`src/rss_map.svh`:
```
// Register offsets, reset values, field positions and timing counts
`ifndef RSS_MAP_SVH
`define RSS_MAP_SVH

// ****************************************************************
// Register offsets (host port subaddresses)
// ****************************************************************
`define RSS_ADDR_BB 8'h19
`define RSS_ADDR_SLEW 8'h1A
`define RSS_ADDR_LDO 8'h1B

// ****************************************************************
// Reset values
// ****************************************************************
`define RSS_RST_BB 8'hA2
`define RSS_RST_SLEW 8'h06
`define RSS_RST_LDO 8'h3D

// ****************************************************************
// Field positions
// ****************************************************************
`define RSS_BIT_PSKIP 7
`define RSS_BIT_GO 7
`define RSS_BIT_AUTO 6
`define RSS_SLEW_IMMED 3'h7
`define RSS_SLEW_FASTEST 3'h6

// ****************************************************************
// Voltage decode of the buck-boost code, in millivolts
// ****************************************************************
`define RSS_MV_BASE 12'h0497
`define RSS_MV_FINE 12'h0019
`define RSS_MV_COARSE 12'h0032
`define RSS_CODE_KNEE 6'h0F

// ****************************************************************
// Timing
// ****************************************************************
`define RSS_CLK_PERIOD_NS 10
`define RSS_BLANK_MS 5
`define RSS_BLANK_CYC (`RSS_BLANK_MS * 1000000 / `RSS_CLK_PERIOD_NS)
`define RSS_STEP_MIN_NS 2500
`define RSS_STEP_MIN_CYC (`RSS_STEP_MIN_NS / `RSS_CLK_PERIOD_NS)

`endif

```
`src/rss_pkg.sv`:
```
// Types shared by the set-point and slew register block
package rss_pkg;

  // Decoded register access from the serial host port
  typedef struct packed {
    logic wr;
    logic rd;
    logic [7:0] addr;
    logic [7:0] wdata;
  } rss_req_s;

  // Six-bit voltage code
  typedef logic [5:0] rss_code_t;

  // Pacing channel state
  typedef enum logic {
    RSS_ST_IDLE = 1'b0,
    RSS_ST_MOVE = 1'b1
  } rss_step_e;

endpackage

```
`src/rss_slew_step.sv`:
```
// One paced set-point channel: walks its code one step per period
`timescale 1ns/1ps
`default_nettype none

module rss_slew_step #(
  parameter int CNT_W = 16
) (
  // Clock and reset
  input wire logic core_clk_i,
  input wire logic reset_i,
  // Control
  input wire logic start_i,
  input wire logic immediate_i,
  input wire rss_pkg::rss_code_t target_i,
  input wire logic [CNT_W-1:0] period_i,
  // State
  output rss_pkg::rss_code_t code_o,
  output logic busy_o
);

  rss_pkg::rss_step_e st_q, st_d;
  rss_pkg::rss_code_t code_q, code_d, tgt_q, tgt_d;
  logic [CNT_W-1:0] cnt_q, cnt_d;

  // Next state: one code step each time the period expires
  always_comb begin
    st_d = st_q;
    code_d = code_q;
    tgt_d = tgt_q;
    cnt_d = cnt_q;
    if (start_i) begin
      tgt_d = target_i;
      cnt_d = '0;
      if (immediate_i || target_i == code_q) begin
        code_d = target_i;
        st_d = rss_pkg::RSS_ST_IDLE;
      end else begin
        st_d = rss_pkg::RSS_ST_MOVE;
      end
    end else begin
      case (st_q)
        rss_pkg::RSS_ST_MOVE: begin
          // A switch to the immediate setting ends the move at once
          if (immediate_i) begin
            code_d = tgt_q;
            st_d = rss_pkg::RSS_ST_IDLE;
          end else if (cnt_q >= period_i - 1'b1) begin // Per step
            cnt_d = '0;
            code_d = (code_q < tgt_q) ? code_q + 6'h01 : code_q - 6'h01;
            if (code_d == tgt_q) begin
              st_d = rss_pkg::RSS_ST_IDLE;
            end
          end else begin
            cnt_d = cnt_q + 1'b1;
          end
        end
        default: st_d = rss_pkg::RSS_ST_IDLE;
      endcase
    end
  end

  // Registers; the code starts at zero until the first transition
  always_ff @(posedge core_clk_i) begin
    if (reset_i) begin
      st_q <= rss_pkg::RSS_ST_IDLE;
      code_q <= 6'h00;
      tgt_q <= 6'h00;
      cnt_q <= '0;
    end else begin
      st_q <= st_d;
      code_q <= code_d;
      tgt_q <= tgt_d;
      cnt_q <= cnt_d;
    end
  end

  assign code_o = code_q;
  assign busy_o = (st_q == rss_pkg::RSS_ST_MOVE);

  // Code holds between step boundaries
  property p_hold_between_steps;
    @(posedge core_clk_i) disable iff (reset_i)
    (busy_o && !start_i && !immediate_i && cnt_q < period_i - 1'b1)
      |=> $stable(code_o);
  endproperty
  a_hold_between_steps: assert property (p_hold_between_steps)
    else $error("code moved before its step period expired");

endmodule // rss_slew_step

`default_nettype wire

```
`src/rss_regs.sv`:
```
// Set-point, pulse-skip and slew control registers of the regulators
`include "rss_map.svh"
`timescale 1ns/1ps
`default_nettype none
module rss_regs #(
  parameter int BLANK_CYC = `RSS_BLANK_CYC,
  parameter int STEP_BASE_CYC = `RSS_STEP_MIN_CYC,
  parameter int CNT_W = 16,
  parameter int BLANK_W = 20
) (
  // Clock and reset
  input wire logic core_clk_i,
  input wire logic reset_i,
  // Decoded host port access and write-protection state
  input wire rss_pkg::rss_req_s req_i,
  input wire logic unlock_i,
  output logic [7:0] rdata_o,
  // Resistor-selected power-up default
  input wire logic resistor_config_select_valid_i,
  input wire rss_pkg::rss_code_t resistor_config_select_code_i,
  // Step-down converter set-point writes and stored targets
  input wire logic sd1_wr_i,
  input wire logic sd2_wr_i,
  input wire rss_pkg::rss_code_t sd1_target_i,
  input wire rss_pkg::rss_code_t sd2_target_i,
  // Regulator controls
  output rss_pkg::rss_code_t sd1_code_o,
  output rss_pkg::rss_code_t sd2_code_o,
  output logic slewing_o,
  output rss_pkg::rss_code_t bb_code_o,
  output logic bb_pulse_skip_o,
  output logic [11:0] bb_mv_o,
  output rss_pkg::rss_code_t ldo_code_o,
  output logic ov_uv_blank_o
);
  // ****************************************************************
  // Parameter checks
  // ****************************************************************
  if (STEP_BASE_CYC < 1
      || (STEP_BASE_CYC << 6) >= (1 << CNT_W)) begin : g_chk_step
    $error("STEP_BASE_CYC does not fit the pacing counter");
  end
  if (BLANK_CYC < 1 || BLANK_CYC >= (1 << BLANK_W)) begin : g_chk_blank
    $error("BLANK_CYC does not fit the blanking counter");
  end
  // ****************************************************************
  // Helpers
  // ****************************************************************
  function automatic logic wr_hit(rss_pkg::rss_req_s r, logic [7:0] a);
    return r.wr && (r.addr == a);
  endfunction
  // Step period doubles for each code below the fastest one
  function automatic logic [CNT_W-1:0] step_period(logic [2:0] s);
    return CNT_W'(STEP_BASE_CYC) << (`RSS_SLEW_FASTEST - s);
  endfunction
  // 25 mV steps up to the knee, 50 mV steps above it
  function automatic logic [11:0] bb_decode(rss_pkg::rss_code_t c);
    if (c <= `RSS_CODE_KNEE) begin
      return `RSS_MV_BASE + 12'(c) * `RSS_MV_FINE;
    end
    return `RSS_MV_BASE + 12'(`RSS_CODE_KNEE) * `RSS_MV_FINE
      + (12'(c) - 12'h00F) * `RSS_MV_COARSE;
  endfunction
  // ****************************************************************
  // Register state
  // ****************************************************************
  logic pskip_q, pskip_d, go_q, go_d, auto_q, auto_d;
  logic strap_done_q, strap_done_d, start_q, start_d;
  logic [2:0] slew_q, slew_d, slew_eff;
  rss_pkg::rss_code_t bb_q, bb_d, ldo_q, ldo_d;
  logic [7:0] rdata_q, rdata_d;
  logic [11:0] mv_q, mv_d;
  logic [BLANK_W-1:0] blank_q, blank_d;
  logic wr_bb, wr_ldo, wr_slew, start, busy_any;
  logic [1:0] ch_busy;
  rss_pkg::rss_code_t ch_tgt [2];
  rss_pkg::rss_code_t ch_code [2];
  assign wr_bb = wr_hit(req_i, `RSS_ADDR_BB);
  assign wr_ldo = wr_hit(req_i, `RSS_ADDR_LDO);
  assign wr_slew = wr_hit(req_i, `RSS_ADDR_SLEW);
  assign busy_any = |ch_busy;
  // Paced transition: go bit written, or auto mode on a set-point write
  assign start = (wr_slew && req_i.wdata[`RSS_BIT_GO])
    || (auto_q && (sd1_wr_i || sd2_wr_i));
  // A slew write that also starts a move paces it at the new rate
  assign slew_eff = wr_slew ? req_i.wdata[2:0] : slew_q;
  // Next register values
  always_comb begin
    pskip_d = pskip_q;
    bb_d = bb_q;
    ldo_d = ldo_q;
    auto_d = auto_q;
    slew_d = slew_q;
    go_d = go_q;
    strap_done_d = 1'b1;
    start_d = start;
    // Strap is caught on the first edge after release
    if (!strap_done_q && resistor_config_select_valid_i) begin
      bb_d = resistor_config_select_code_i;
    end
    if (wr_bb && unlock_i) begin
      pskip_d = req_i.wdata[`RSS_BIT_PSKIP];
      bb_d = req_i.wdata[5:0]; // Bit 6 dropped
    end
    if (wr_ldo && unlock_i) begin
      ldo_d = req_i.wdata[5:0]; // Bits 7-6 dropped
    end
    if (wr_slew) begin
      auto_d = req_i.wdata[`RSS_BIT_AUTO];
      slew_d = req_i.wdata[2:0]; // Bits 5-3 dropped
    end
    // Self-clear once both channels settle; a new go write wins
    if (go_q && !start_q && !busy_any) begin
      go_d = 1'b0;
    end
    if (wr_slew && req_i.wdata[`RSS_BIT_GO]) begin
      go_d = 1'b1;
    end
  end
  // Blanking restarts on every guarded write, even a locked one
  always_comb begin
    if (wr_bb || wr_ldo) begin
      blank_d = BLANK_W'(BLANK_CYC);
    end else if (blank_q != '0) begin
      blank_d = blank_q - 1'b1;
    end else begin
      blank_d = '0;
    end
  end
  // Read data and voltage decode, registered
  always_comb begin
    mv_d = bb_decode(bb_q);
    rdata_d = rdata_q;
    if (req_i.rd) begin
      case (req_i.addr)
        `RSS_ADDR_BB: rdata_d = {pskip_q, 1'b0, bb_q};
        `RSS_ADDR_SLEW: rdata_d = {go_q, auto_q, 3'h0, slew_q};
        `RSS_ADDR_LDO: rdata_d = {2'h0, ldo_q};
        default: rdata_d = 8'h00;
      endcase
    end
  end
  // Register update
  always_ff @(posedge core_clk_i) begin
    if (reset_i) begin
      pskip_q <= 1'(`RSS_RST_BB >> `RSS_BIT_PSKIP);
      bb_q <= 6'(`RSS_RST_BB & 8'h3F);
      ldo_q <= 6'(`RSS_RST_LDO & 8'h3F);
      go_q <= 1'(`RSS_RST_SLEW >> `RSS_BIT_GO);
      auto_q <= 1'b0;
      slew_q <= 3'(`RSS_RST_SLEW & 8'h07);
      strap_done_q <= 1'b0;
      start_q <= 1'b0;
      blank_q <= '0;
      rdata_q <= 8'h00;
      mv_q <= 12'h0000;
    end else begin
      pskip_q <= pskip_d;
      bb_q <= bb_d;
      ldo_q <= ldo_d;
      go_q <= go_d;
      auto_q <= auto_d;
      slew_q <= slew_d;
      strap_done_q <= strap_done_d;
      start_q <= start_d;
      blank_q <= blank_d;
      rdata_q <= rdata_d;
      mv_q <= mv_d;
    end
  end
  // ****************************************************************
  // Paced channels: only the two step-down converters
  // ****************************************************************
  assign ch_tgt[0] = sd1_target_i;
  assign ch_tgt[1] = sd2_target_i;
  for (genvar i = 0; i < 2; i++) begin : g_ch
    rss_slew_step #(.CNT_W(CNT_W)) u_step (
      .core_clk_i(core_clk_i),
      .reset_i(reset_i),
      .start_i(start),
      .immediate_i(slew_eff == `RSS_SLEW_IMMED),
      .target_i(ch_tgt[i]),
      .period_i(step_period(slew_eff)),
      .code_o(ch_code[i]),
      .busy_o(ch_busy[i])
    );
  end
  // Outputs; buck-boost and linear codes apply unpaced
  assign sd1_code_o = ch_code[0];
  assign sd2_code_o = ch_code[1];
  assign slewing_o = busy_any;
  assign bb_code_o = bb_q;
  assign bb_pulse_skip_o = pskip_q;
  assign bb_mv_o = mv_q;
  assign ldo_code_o = ldo_q;
  assign ov_uv_blank_o = (blank_q != '0);
  assign rdata_o = rdata_q;
  // ****************************************************************
  // Assertions
  // ****************************************************************
  property p_bb_reset;
    @(posedge core_clk_i) reset_i |=> (bb_q == 6'h22) && pskip_q;
  endproperty
  a_bb_reset: assert property (p_bb_reset)
    else $error("buck-boost register not at reset value");
  property p_locked_write;
    @(posedge core_clk_i) disable iff (reset_i)
    (wr_bb && !unlock_i && strap_done_q) |=> $stable({pskip_q, bb_q});
  endproperty
  a_locked_write: assert property (p_locked_write)
    else $error("locked write changed buck-boost register");
  property p_blank_window;
    @(posedge core_clk_i) disable iff (reset_i)
    (wr_bb || wr_ldo) |=> ov_uv_blank_o && (blank_q == BLANK_W'(BLANK_CYC));
  endproperty
  a_blank_window: assert property (p_blank_window)
    else $error("guarded write did not start blanking");
  property p_blank_end;
    @(posedge core_clk_i) disable iff (reset_i)
    (blank_q == 1 && !wr_bb && !wr_ldo) |=> !ov_uv_blank_o;
  endproperty
  a_blank_end: assert property (p_blank_end)
    else $error("blanking outlasted its window");
  property p_strap_load;
    @(posedge core_clk_i) disable iff (reset_i)
    (!strap_done_q && resistor_config_select_valid_i && !wr_bb) |=> bb_q == $past(resistor_config_select_code_i);
  endproperty
  a_strap_load: assert property (p_strap_load)
    else $error("strap default not loaded");
  property p_bb_top_code;
    @(posedge core_clk_i) disable iff (reset_i)
    (bb_q == 6'h34) |=> bb_mv_o == 12'h0D48;
  endproperty
  a_bb_top_code: assert property (p_bb_top_code)
    else $error("top buck-boost code not decoded as 3.400 V");
  property p_slew_reset;
    @(posedge core_clk_i) reset_i |=> (slew_q == 3'h6) && !go_q && !auto_q;
  endproperty
  a_slew_reset: assert property (p_slew_reset)
    else $error("slew register not at reset value");
  property p_go_clears;
    @(posedge core_clk_i) disable iff (reset_i)
    (go_q && !start_q && !busy_any && !start) |=> !go_q;
  endproperty
  a_go_clears: assert property (p_go_clears)
    else $error("go bit stayed set after transition");
  property p_auto_start;
    @(posedge core_clk_i) disable iff (reset_i)
    (auto_q && sd1_wr_i && sd1_target_i != sd1_code_o
      && slew_eff != `RSS_SLEW_IMMED) |=> ch_busy[0];
  endproperty
  a_auto_start: assert property (p_auto_start)
    else $error("auto mode did not start a transition");
  property p_immediate;
    @(posedge core_clk_i) disable iff (reset_i)
    (start && slew_eff == `RSS_SLEW_IMMED)
      |=> sd1_code_o == $past(sd1_target_i) && !slewing_o;
  endproperty
  a_immediate: assert property (p_immediate)
    else $error("immediate slew did not apply target at once");
  property p_reserved_zero;
    @(posedge core_clk_i) disable iff (reset_i)
    (req_i.rd && req_i.addr == `RSS_ADDR_SLEW) |=> rdata_o[5:3] == 3'h0;
  endproperty
  a_reserved_zero: assert property (p_reserved_zero)
    else $error("reserved slew bits read nonzero");
  c_go_done: cover property (@(posedge core_clk_i) go_q ##1 !go_q);
  c_auto_run: cover property (@(posedge core_clk_i) disable iff (reset_i)
    auto_q && sd2_wr_i ##1 slewing_o);
  c_blank_over: cover property (@(posedge core_clk_i) disable iff (reset_i)
    ov_uv_blank_o ##1 !ov_uv_blank_o);

endmodule // rss_regs

`default_nettype wire

```
`config.mk`:
```
export PLATFORM = sky130hd
export DESIGN_NAME = rss_regs
export DESIGN_NICKNAME = d
export VERILOG_FILES = /design/src/rss_pkg.sv /design/src/rss_slew_step.sv /design/src/rss_regs.sv
export VERILOG_INCLUDE_DIRS = /design/src /design/src/src
export SDC_FILE = /design/constraint.sdc
export NUM_CORES = 1
export LEC_CHECK = 0
export BUFFER_PORTS_ARGS = -buffer_cell sky130_fd_sc_hd__buf_2
export CAP_MARGIN = 5
export CORE_MARGIN = 2
export CORE_UTILIZATION = 40
export CTS_BUF_LIST = sky130_fd_sc_hd__clkbuf_8
export DETAILED_ROUTE_END_ITERATION = 8
export SETUP_SLACK_MARGIN = 0.02
export SYNTH_ARGS = -nofsm -noshare
export SYNTH_HDL_FRONTEND = slang
export SYNTH_HIERARCHICAL = 1
export SYNTH_SLANG_ARGS = --single-unit
export TNS_END_PERCENT = 1
```
`constraint.sdc`:
```
create_clock -name core_clk_i -period 6.95 [get_ports core_clk_i]
set_clock_uncertainty 0.05 [all_clocks]
set_input_delay 0.695 -clock core_clk_i [delete_from_list [all_inputs] [get_ports core_clk_i]]
set_output_delay 0.695 -clock core_clk_i [all_outputs]
set_load 0.01 [all_outputs]
```
==> out/qor_table.md, run 1 <==
| Quantity | Value | Unit |
|---|---|---|
| Number of unique standard cell types used by synthesis | 70 | - |
| Reg2reg end | g_ch[0].u_step/cnt_q[6]$_SDFFE_PP0P_ | - |
| Worst R2R Setup Slack | 1.77 | ns |
| Root Driver | clkbuf_8 | - |
| Commonest non-fill, non-tap cell in the layout | nor2_1 | - |
| Met3 Resource Use GR | 2.80 | % |
| Number of setup buffers added after CTS | 0 | - |
| Total core area | 22500 | um^2 |
| Number of antenna violations at the first check in global routing | 0 | - |
| Startpoint of the tightest hold check path | blank_q[0]$_SDFF_PP0_ | - |
| Final-report setup violation count | 0 | - |
| Placement Rows | 55 | - |
| Proportion of synthesized flip-flops having asynchronous set or reset | 0 | % |
| Path category of the worst min-delay check | flip-flop to flip-flop | - |
| Non-filler cells, final | 1478 | - |
| Final global-route overflow total | 0 | - |
| Via count of the routed design | 7725 | - |
| Maximum number of pins on one net before global-route repair | 62 | - |
| Relative slew margins | 32.1 | % |
| Run status | completed | - |
| Worst EP arrival | 6.52 | ns |
| Post-synth EDFFs | 0 | - |
| Placer's final routability congestion estimate | 0.806 | - |
| Share of the clock period used by the worst path | 90.6 | % |
| N_diodes | 0 | - |
| Final setup TNS | 0 | ns |
| Per-cell routed wire length | 14.5 | um |
| Hold slack | 0.416 | ns |
| Kind of capture point of the worst setup path | flip-flop | - |
| Slew @ Worst Pin | 1.01 | ns |
| Worst R2R Start | slew_q[1]$_SDFF_PP1_ | - |
| Placed wire-length estimate after detailed placement | 16600 | um |
| Critical Setup Path Class | input port to flip-flop | - |
| Number of endpoints with negative hold slack in the final report | 0 | - |
| Residual DRC count | 0 | - |
| Vias in the first global route | 7147 | - |
| GRT met2 Usage | 28.6 | % |
| Syn_area_per_cell | 8.41 | um^2 |
| Share of the synthesized area in the top cell type | 26.0 | % |
| Post_cts resized | 0 | - |
| Peak clock frequency supported by timing | 159 | MHz |
| Areal power density over the cells | 200 | nW/um^2 |
| Hold path depth | 1 | - |
| Unrepaired setup endpoints after global routing | no | - |
| Horiz. Die Dim | 155 | um |
| Area contributors post-synth | dfxtp_1, ha_1, xnor2_1, nor2_1, xor2_1 | - |
| Quantity of I/O buffers inserted on ports | 88 | - |
| Max capacitance violation total | 0 | - |
| Mapped Area | 9100 | um^2 |
| Main synth FF type | dfxtp_1 | - |
| CP Max Fanout | 15 | - |
| Number of buffers between clock root and the deepest sink | 2 | - |
| Met1 track demand over resource in global routing | 25.8 | % |
| Worst Hold Endpoint | blank_q[0]$_SDFF_PP0_ | - |
| First-pass GRT wire length | 35500 | um |
| Highest-count cells in the layout ignoring fill and taps | nor2_1, dfxtp_1, ha_1 | - |
| Initial standard-cell utilization of the core | 40.4 | % |
| Max-slew violation count | 0 | - |
| Number of detailed-routing iterations run before antenna repair | 5 | - |
| Number of clock buffers inserted by TritonCTS | 17 | - |
| Total power | 2.05 | mW |
| Worst path required time | 7.18 | ns |
| Sequential element share of the synthesized area | 26.0 | % |
| CTS sink count | 118 | - |
| Worst-skew pair later-pin latency | 0.44 | ns |
| Synthesis-stage register bit count | 118 | - |
| Leakage power | 4.37 | nW |
| Starting DRT DRC Count | 393 | - |
| Total number of nets in the final design | 1349 | - |
| P&R area growth vs syn | 13.0 | % |
| Clock transition at the registers of the reported paths | 0.09 | ns |
| Top-level I/O count | 89 | - |
| Library cell occupying the most area in the post-synthesis netlist | dfxtp_1 | - |
| Number of levels in the clock H-tree | 4 | - |
| Hold-fix buffers at CTS | 0 | - |
| Number of standard cells after synthesis | 1081 | - |
| Cell depth of the worst flop-to-flop path | 17 | - |
| Total Die Area | 24000 | um^2 |
| Total instance count after detailed placement | 1446 | - |
| Clock tree from TritonCTS | done | - |
| Crit path time final | 6.29 | ns |
| VDD IR-drop max | 0.140 | mV |
| Count of yosys warnings during synthesis | 6 | - |
| Layout cell share with drive strength beyond 1 | 13.0 | % |
| Most Used Layer, Global Route | met2 | - |
| Die Y | 155 | um |
| Antenna violation net count after detailed routing | 0 | - |
| Drt total wl | 21400 | um |
| Via-per-instance ratio | 5.23 | - |
| Overall global routing resource usage | 18.1 | % |
| Kind of start point of the critical path | input port | - |
[worst max path at each step]
stage | endpoint | start
after floorplan | g_ch[0].u_step/code_o[5]$_SDFFE_PP0P_ | req_i[15]
after global placement | g_ch[0].u_step/cnt_q[13]$_SDFFE_PP0P_ | req_i[15]
after detailed placement | g_ch[0].u_step/cnt_q[2]$_SDFFE_PP0P_ | req_i[15]
after CTS | g_ch[0].u_step/cnt_q[2]$_SDFFE_PP0P_ | req_i[15]
after global routing | g_ch[0].u_step/cnt_q[13]$_SDFFE_PP0P_ | req_i[15]
final | g_ch[0].u_step/cnt_q[6]$_SDFFE_PP0P_ | req_i[15]
[metal layers]
layer	up-vias	part of all wire (%)
li1	3981	-
met1	3593	51
met2	138	44
met3	13	3.9
met4	0	1.0
met5	-	0
[critical path: stages]
cell and delay (ns):
buf_2 0.10, or4b_4 0.54, nor3b_4 0.25, nand3_2 0.19, mux2i_2 0.21, inv_1 0.13
ha_1 0.18, inv_1 0.05, ha_1 0.49, buf_4 0.22, nand2b_1 0.19, or3_1 0.39
or4_1 0.47, nor3_1 0.25, xnor2_1 0.10, ha_1 0.31, nand4_1 0.12, a2111oi_1 0.42
a21oi_1 0.25, o21ai_1 0.83, nor2_1 0.11
[power by group]
part           leakage (nW)  switching [mW]  internal [mW]  total (mW)
sequential            0.958          0.0522          0.741       0.794
combinational          3.21           0.336          0.272       0.607
clock                 0.209           0.324          0.328       0.652
[through the flow]
step                util, %  setup slack [ns]  instance area (um^2)
finish                 45.7             0.655                 10300
global route           45.7            0.0665                 10300
CTS                    45.7             0.591                 10300
detailed placement     43.9             0.129                  9870
global placement       43.9             0.263                  9870
floorplan                 -             0.691                  9120
[synth_stat cells (5+ instances only)]
cell / n
inv_1: 79
nor3_1: 27
nor4_1: 14
dfxtp_1: 118
nand4_1: 20
a31oi_1: 5
nor2_1: 132
fa_1: 10
a21oi_1: 54
xor2_1: 54
nand2_1: 72
ha_1: 117
nor3b_1: 8
o21ai_0: 51
a211oi_2: 7
o211ai_1: 7
clkbuf_1: 16
nand3_1: 25
a2111oi_0: 7
or3_1: 10
o21bai_1: 7
mux2i_1: 26
o21ai_1: 12
nor2b_1: 14
xnor2_1: 65
and3_1: 7
nand2b_1: 21
a211oi_1: 20
or4_1: 6
[state kept, by name, indices dropped and copies added, names as in the netlist]
name	count
blank_q	20
ldo_code_o	6
start_q	1
g_ch.u_step/busy_o	2
rdata_o	8
bb_code_o	6
go_q	1
auto_q	1
bb_pulse_skip_o	1
g_ch.u_step/code_o	12
slew_q	3
bb_mv_o	12
g_ch.u_step/cnt_q	32
g_ch.u_step/tgt_q	12
strap_done_q	1
[cells by family (layout without fill, tap and decap cells)]
family          Yosys count  in the layout  share of synthesized area, %
simple gates            376            376                          20.8
compound gates          201            201                          14.5
fa+ha+maj               127            127                          18.3
xor+xnor                123            123                          12.4
flops                   118            118                          26.0
buf+inv                 107            212                          4.83
mux                      28             28                          3.16
other cells               1              8                        0.0412
[area by class of cell]
cell class	count	area (um^2)
clock buffer	17	234
clock inverter	15	168
fill	2227	12200
inverter	80	300
multi-input combinational	863	6320
sequential	118	2360
tap	285	357
timing repair buffer	100	531
No activity file was read; power rests on OpenSTA's default activity.
==> inputs of run 2 (changes only) <==
--- a/config.mk
+++ b/config.mk
@@ -13,6 +13,7 @@
 export CTS_BUF_LIST = sky130_fd_sc_hd__clkbuf_8
 export DETAILED_ROUTE_END_ITERATION = 8
 export SETUP_SLACK_MARGIN = 0.02
+export SKIP_CTS_REPAIR_TIMING = 1
 export SYNTH_ARGS = -nofsm -noshare
 export SYNTH_HDL_FRONTEND = slang
 export SYNTH_HIERARCHICAL = 1
==> constraint.sdc (replaced) <==
create_clock -name core_clk_i -period 6.7 [get_ports core_clk_i]
set_clock_uncertainty 0.05 [all_clocks]
set_input_delay 0.67 -clock core_clk_i [delete_from_list [all_inputs] [get_ports core_clk_i]]
set_output_delay 0.67 -clock core_clk_i [all_outputs]
set_load 0.01 [all_outputs]
==> run 2 against run 1 <==
Critical path depth rose by 1. Combinational power rose by 4.4%. Global-route usage rose by 0.24 points. Clock-buffer cell count rose by 1. Sequential cell count did not move. Worst hold slack got worse by 0.0095 ns. Wire length rose by 0.51%. Core utilization rose by 0.15 points. Non-clock buffer count rose by 2. Sequential power rose by 3.5%.
==> out/qor_table.md, run 2 (same netlist as run 1, synthesis figures left out) <==
| Quantity | Value | Unit |
|---|---|---|
| Residual DRC count | 0 | - |
| Final-report setup violation count | 0 | - |
| Placement Rows | 55 | - |
| Number of flip-flops under the largest register name | 32 | - |
| Met2 wire len | 9540 | um |
| Final setup TNS | 0 | ns |
| Highest-count cells in the layout ignoring fill and taps | nor2_1, dfxtp_1, ha_1 | - |
| First-pass GRT wire length | 36000 | um |
| Clock Power Share | 32.6 | % |
| Commonest non-fill, non-tap cell in the layout | nor2_1 | - |
| Clock transition at the registers of the reported paths | 0.08 | ns |
| Fraction of power spent switching nets | 33.7 | % |
| Reg2reg end | g_ch[1].u_step/code_o[0]$_SDFFE_PP0P_ | - |
| Via count of the routed design | 7707 | - |
| Total Die Area | 24000 | um^2 |
| Worst R2R Start | slew_q[2]$_SDFF_PP1_ | - |
| Initial standard-cell utilization of the core | 40.4 | % |
| Worst path required time | 6.95 | ns |
| Hold path depth | 3 | - |
| Clock tree from TritonCTS | done | - |
| Placer's final routability congestion estimate | 0.826 | - |
| CTS sink count | 118 | - |
| Areal power density over the cells | 210 | nW/um^2 |
| Routed metal-1 wirelength | 10900 | um |
| VDD IR-drop max | 0.106 | mV |
| Worst Hold Endpoint | ldo_code_o[4]$_SDFFE_PP1P_ | - |
| Top-level I/O count | 89 | - |
| Overall global routing resource usage | 18.4 | % |
| Horiz. Die Dim | 155 | um |
| Worst EP arrival | 6.29 | ns |
| Kind of start point of the critical path | input port | - |
| Comb pwr share | 29.4 | % |
| Number of clock buffers inserted by TritonCTS | 17 | - |
| Total instance count after detailed placement | 1448 | - |
| Portion of total power attributed to sequential cells | 38.0 | % |
| Worst R2R Setup Slack | 1.76 | ns |
| Crit path time final | 6.04 | ns |
| Placed wire-length estimate after detailed placement | 16600 | um |
| Startpoint of the tightest hold check path | req_i[4] | - |
| Quantity of I/O buffers inserted on ports | 88 | - |
| Number of antenna violations at the first check in global routing | 0 | - |
| Leakage power | 4.38 | nW |
| Net Switching | 0.729 | mW |
| Final global-route overflow total | 0 | - |
| Largest registers | g_ch.u_step/cnt_q (32), blank_q (20) | - |
| Met3 wire length | 742 | um |
| N_diodes | 0 | - |
| Root Driver | clkbuf_8 | - |
| Antenna violation net count after detailed routing | 0 | - |
| Non-filler cells, final | 1480 | - |
| Worst-skew pair later-pin latency | 0.44 | ns |
| Max-slew violation count | 0 | - |
| Register bank with the most flops | g_ch.u_step/cnt_q | - |
| Kind of capture point of the worst setup path | flip-flop | - |
| Vias in the first global route | 7275 | - |
| Max Used Layer | met4 | - |
| Total core area | 22500 | um^2 |
| Number of detailed-routing iterations run before antenna repair | 5 | - |
| Per-cell routed wire length | 14.6 | um |
| Relative slew margins | 33.3 | % |
| Maximum number of pins on one net before global-route repair | 62 | - |
| Cell depth of the worst flop-to-flop path | 16 | - |
| Max capacitance violation total | 0 | - |
| Slew @ Worst Pin | 0.998 | ns |
| Die Y | 155 | um |
| Layout cell share with drive strength beyond 1 | 13.1 | % |
| P&R area growth vs syn | 13.3 | % |
| Number of levels in the clock H-tree | 4 | - |
| Drt total wl | 21500 | um |
| Number of buffers between clock root and the deepest sink | 2 | - |
| Run status | completed | - |
| Total number of nets in the final design | 1351 | - |
| Unrepaired setup endpoints after global routing | no | - |
| Via-per-instance ratio | 5.21 | - |
| Share of the clock period used by the worst path | 90.1 | % |
| Design internal power | 1.43 | mW |
| Peak clock frequency supported by timing | 166 | MHz |
| Critical Setup Path Class | input port to flip-flop | - |
| Starting DRT DRC Count | 446 | - |
| Path category of the worst min-delay check | input port to flip-flop | - |
| CP Max Fanout | 13 | - |
| Number of endpoints with negative hold slack in the final report | 0 | - |
## run 2: changes by cell type in the layout (fill, tap and decap cells not counted), sizes merged
cell,change
clkinv,-3
clkinvlp,+4
bufinv,+1
buf,+2
clkbuf,+1
inv,-3
## run 2: final cells by class
class,instances,area (um^2)
Clock buffer,18,248
Clock inverter,14,173
Fill cell,2213,12200
Inverter,80,300
Multi-Input combinational cell,863,6320
Sequential cell,118,2360
Tap cell,285,357
Timing Repair Buffer,102,546
## run 2: how the worst max path moves through the flow
stage                         start                                     to  cells past startpoint
after global routing      req_i[15]  g_ch[1].u_step/code_o[0]$_SDFFE_PP0P_                     22
after detailed placement  req_i[15]  g_ch[1].u_step/code_o[1]$_SDFFE_PP0P_                     22
after global placement    req_i[15]  g_ch[1].u_step/code_o[1]$_SDFFE_PP0P_                     22
after floorplan           req_i[15]  g_ch[0].u_step/code_o[5]$_SDFFE_PP0P_                     22
after CTS                 req_i[15]  g_ch[1].u_step/code_o[1]$_SDFFE_PP0P_                     22
final                     req_i[15]  g_ch[1].u_step/code_o[0]$_SDFFE_PP0P_                     22
## run 2: critical path, cell delays in order
cell	delay, ns
buf_2	0.10
or4b_4	0.54
nor3b_4	0.25
nand3_2	0.20
mux2i_2	0.22
inv_1	0.14
ha_1	0.19
inv_1	0.05
ha_1	0.52
nor2_1	0.21
nor4_1	0.33
nand2_1	0.15
or4_1	0.55
nor3_1	0.21
xnor2_1	0.15
ha_1	0.28
a21oi_1	0.15
o21ai_0	0.09
a211o_1	0.30
a211oi_2	0.51
or2_0	0.37
a211oi_1	0.12
## run 2: through the flow
stage | setup WS, ns | hold slack, ns | utilization [%] | cell area [um^2] | total power, mW
4_1_cts | 0.736 | 0.374 | 45.8 | 10300 | 2.18
3_3_place_gp | 0.413 | 0.388 | 43.9 | 9890 | 1.46
3_5_place_dp | 0.271 | 0.401 | 43.9 | 9890 | 1.47
5_1_grt | 0.263 | 0.407 | 45.8 | 10300 | 2.30
2_1_floorplan | 0.466 | 0.371 | - | 9120 | 1.31
6_report | 0.661 | 0.406 | 45.8 | 10300 | 2.16
## run 2: metal layers
layer	GRT usage [%]	vias up
met4	5.29	0
met1	25.9	3568
met5	0	-
li1	-	3995
met2	29.0	120
met3	3.08	24
## run 2: power by group through the flow
| stage | sequential, mW | clock [mW] | combinational, mW |
|---|---|---|---|
| finish | 0.822 | 0.705 | 0.634 |
| global placement | 0.837 | 0 | 0.627 |
| CTS | 0.823 | 0.721 | 0.638 |
| detailed placement | 0.838 | 0 | 0.633 |
| floorplan | 0.840 | 0 | 0.474 |
| global route | 0.832 | 0.751 | 0.714 |
==> inputs of run 3 (changes only) <==
--- a/config.mk
+++ b/config.mk
@@ -6,12 +6,12 @@
 export SDC_FILE = /design/constraint.sdc
 export NUM_CORES = 1
 export LEC_CHECK = 0
-export BUFFER_PORTS_ARGS = -buffer_cell sky130_fd_sc_hd__buf_2
 export CAP_MARGIN = 5
 export CORE_MARGIN = 2
 export CORE_UTILIZATION = 40
 export CTS_BUF_LIST = sky130_fd_sc_hd__clkbuf_8
 export DETAILED_ROUTE_END_ITERATION = 8
+export DONT_BUFFER_PORTS = 1
 export SETUP_SLACK_MARGIN = 0.02
 export SKIP_CTS_REPAIR_TIMING = 1
 export SYNTH_ARGS = -nofsm -noshare
==> run 3 against run 2 <==
Clock-buffer cell count increased by 2. Via count is 4.9% lower. Die area is the same. Largest cell class unchanged. Global-route usage hardly changed. Critical path depth down 1. Combinational power down 11%. Critical endpoint is now g_ch[1].u_step/code_o[5]$_SDFFE_PP0P_.
==> out/qor_table.md, run 3 (same netlist as run 1, synthesis figures left out) <==
| Quantity | Value | Unit |
|---|---|---|
| CP Max Fanout | 11 | - |
| P&R area growth vs syn | 7.79 | % |
| Residual DRC count | 0 | - |
| Total Die Area | 24000 | um^2 |
| Worst EP arrival | 6.19 | ns |
| Slowest CP cell | or4b_4 | - |
| Max-slew violation count | 0 | - |
| Highest-count cells in the layout ignoring fill and taps | nor2_1, dfxtp_1, ha_1 | - |
| Relative slew margins | 51.5 | % |
| Number of detailed-routing iterations run before antenna repair | 7 | - |
| Launching element of the worst setup path | req_i[15] | - |
| Number of endpoints with negative hold slack in the final report | 0 | - |
| Worst R2R Start | slew_q[2]$_SDFF_PP1_ | - |
| Placed wire-length estimate after detailed placement | 16300 | um |
| Number of clock buffers inserted by TritonCTS | 17 | - |
| Clock tree from TritonCTS | done | - |
| Antenna violation net count after detailed routing | 0 | - |
| Kind of start point of the critical path | input port | - |
| Net Switching | 0.701 | mW |
| Total number of nets in the final design | 1261 | - |
| Placer's final routability congestion estimate | 0.839 | - |
| VDD IR-drop max | 0.121 | mV |
| Die Y | 155 | um |
| Crit path cell chain | or4b_4 -> nor3b_4 -> nand3_2 -> mux2i_2 -> inv_1 -> ha_1 -> inv_1 -> ha_1 -> buf_4 -> nand2b_1 -> or3_1 -> or4_1 -> nor3_1 -> xnor2_1 -> ha_1 -> a21oi_1 -> o21ai_0 -> a211o_1 -> a211oi_2 -> or2_0 -> a32o_1 | - |
| Max incr delay on CP | 0.53 | ns |
| Final global-route overflow total | 0 | - |
| Number of antenna violations at the first check in global routing | 0 | - |
| Comb pwr share | 28.0 | % |
| Instance area at placement | 9440 | um^2 |
| Number of buffers between clock root and the deepest sink | 2 | - |
| Quantity of I/O buffers inserted on ports | 0 | - |
| Leakage power | 3.96 | nW |
| Vias in the first global route | 7009 | - |
| Crit path time final | 5.85 | ns |
| Number of levels in the clock H-tree | 4 | - |
| Total instance count after detailed placement | 1358 | - |
| Root Driver | clkbuf_8 | - |
| Largest registers | g_ch.u_step/cnt_q (32), blank_q (20) | - |
| Fraction of power spent switching nets | 34.8 | % |
| Commonest non-fill, non-tap cell in the layout | nor2_1 | - |
| Path category of the worst min-delay check | input port to flip-flop | - |
| Startpoint of the tightest hold check path | reset_i | - |
| Share of the clock period used by the worst path | 87.3 | % |
| Portion of total power attributed to sequential cells | 41.6 | % |
| Hold slack | 0.244 | ns |
| Initial standard-cell utilization of the core | 40.4 | % |
| CP dominant cell by count | ha_1 | - |
| Non-filler cells, final | 1390 | - |
| Total core area | 22500 | um^2 |
| Worst path required time | 7.04 | ns |
| Slew @ Worst Pin | 0.720 | ns |
| First-pass GRT wire length | 35500 | um |
| Worst-skew pair later-pin latency | 0.45 | ns |
| Clock transition at the registers of the reported paths | 0.08 | ns |
| Register bank with the most flops | g_ch.u_step/cnt_q | - |
| Worst R2R Setup Slack | 1.80 | ns |
| Max capacitance violation total | 0 | - |
| Overall global routing resource usage | 18.4 | % |
| Number of flip-flops under the largest register name | 32 | - |
| Dpl ws | 0.424 | ns |
| Top-level I/O count | 89 | - |
| Areal power density over the cells | 206 | nW/um^2 |
| Layout cell share with drive strength beyond 1 | 6.24 | % |
| Unrepaired setup endpoints after global routing | no | - |
| Final setup TNS | 0 | ns |
| CTS sink count | 118 | - |
| Peak clock frequency supported by timing | 171 | MHz |
| Per-cell routed wire length | 15.3 | um |
| Design internal power | 1.32 | mW |
| Final design instance area without fill | 9800 | um^2 |
| Drt total wl | 21300 | um |
| Via count of the routed design | 7331 | - |
| Placement Rows | 55 | - |
| Starting DRT DRC Count | 299 | - |
| Final-report setup violation count | 0 | - |
| Maximum number of pins on one net before global-route repair | 62 | - |
| Via-per-instance ratio | 5.27 | - |
| Run status | completed | - |
| N_diodes | 0 | - |
| Clock Power Share | 30.4 | % |
| Horiz. Die Dim | 155 | um |
| Critical Setup Path Class | input port to flip-flop | - |
| Kind of capture point of the worst setup path | flip-flop | - |
| Setup WS post-layout | 0.850 | ns |
[run 3: changes by cell type in the layout (fill, tap and decap cells not counted), moves of 2 or more]
cell,change
buf_2,-88
bufinv_16,-3
buf_4,-2
clkbuf_8,+2
clkinv_4,+2
[run 3: per-stage QoR]
stage | total power, mW | utilization (%)
4_1_cts | 2.04 | 43.6
6_report | 2.02 | 43.6
3_5_place_dp | 1.42 | 41.9
5_1_grt | 2.16 | 43.6
3_3_place_gp | 1.41 | 41.9
2_1_floorplan | 1.31 | -
[run 3: layout make-up]
| cell class | count | area, um^2 |
|---|---|---|
| Timing Repair Buffer | 12 | 90.1 |
| Fill cell | 2256 | 12700 |
| Clock inverter | 12 | 93.8 |
| Inverter | 80 | 300 |
| Sequential cell | 118 | 2360 |
| Tap cell | 285 | 357 |
| Clock buffer | 20 | 275 |
| Multi-Input combinational cell | 863 | 6330 |
[run 3: layer usage]
layer	GRT usage [%]	routed length, um	vias up
li1	-	-	3804
met1	25.7	10700	3379
met2	28.9	9410	130
met3	3.84	1030	18
met4	4.72	232	0
met5	0	0	-
[run 3: critical path, delay by kind of cell]
family | cells | cell delay, ns
AO/OA/AOI/OAI | 5 | 1.21
XOR/XNOR | 1 | 0.09
adder cells (fa/ha/maj) | 3 | 0.97
buffers and inverters | 3 | 0.40
multiplexers | 1 | 0.21
AND/OR/NAND/NOR | 8 | 2.62
[run 3: path summary, 6_finish.rpt]
kind                                            to  cells after the start
min reg2reg                  blank_q[0]$_SDFF_PP0_                      1
max reg2reg  g_ch[1].u_step/code_o[5]$_SDFFE_PP0P_                     16
min                          bb_mv_o[7]$_SDFF_PP0_                      1
max          g_ch[1].u_step/code_o[5]$_SDFFE_PP0P_                     21
[run 3: power by group through the flow]
stage	clock [mW]	sequential, mW	combinational [mW]
finish	0.614	0.839	0.565
global route	0.667	0.847	0.647
CTS	0.635	0.839	0.570
detailed placement	0	0.854	0.565
global placement	0	0.853	0.561
floorplan	0	0.840	0.474
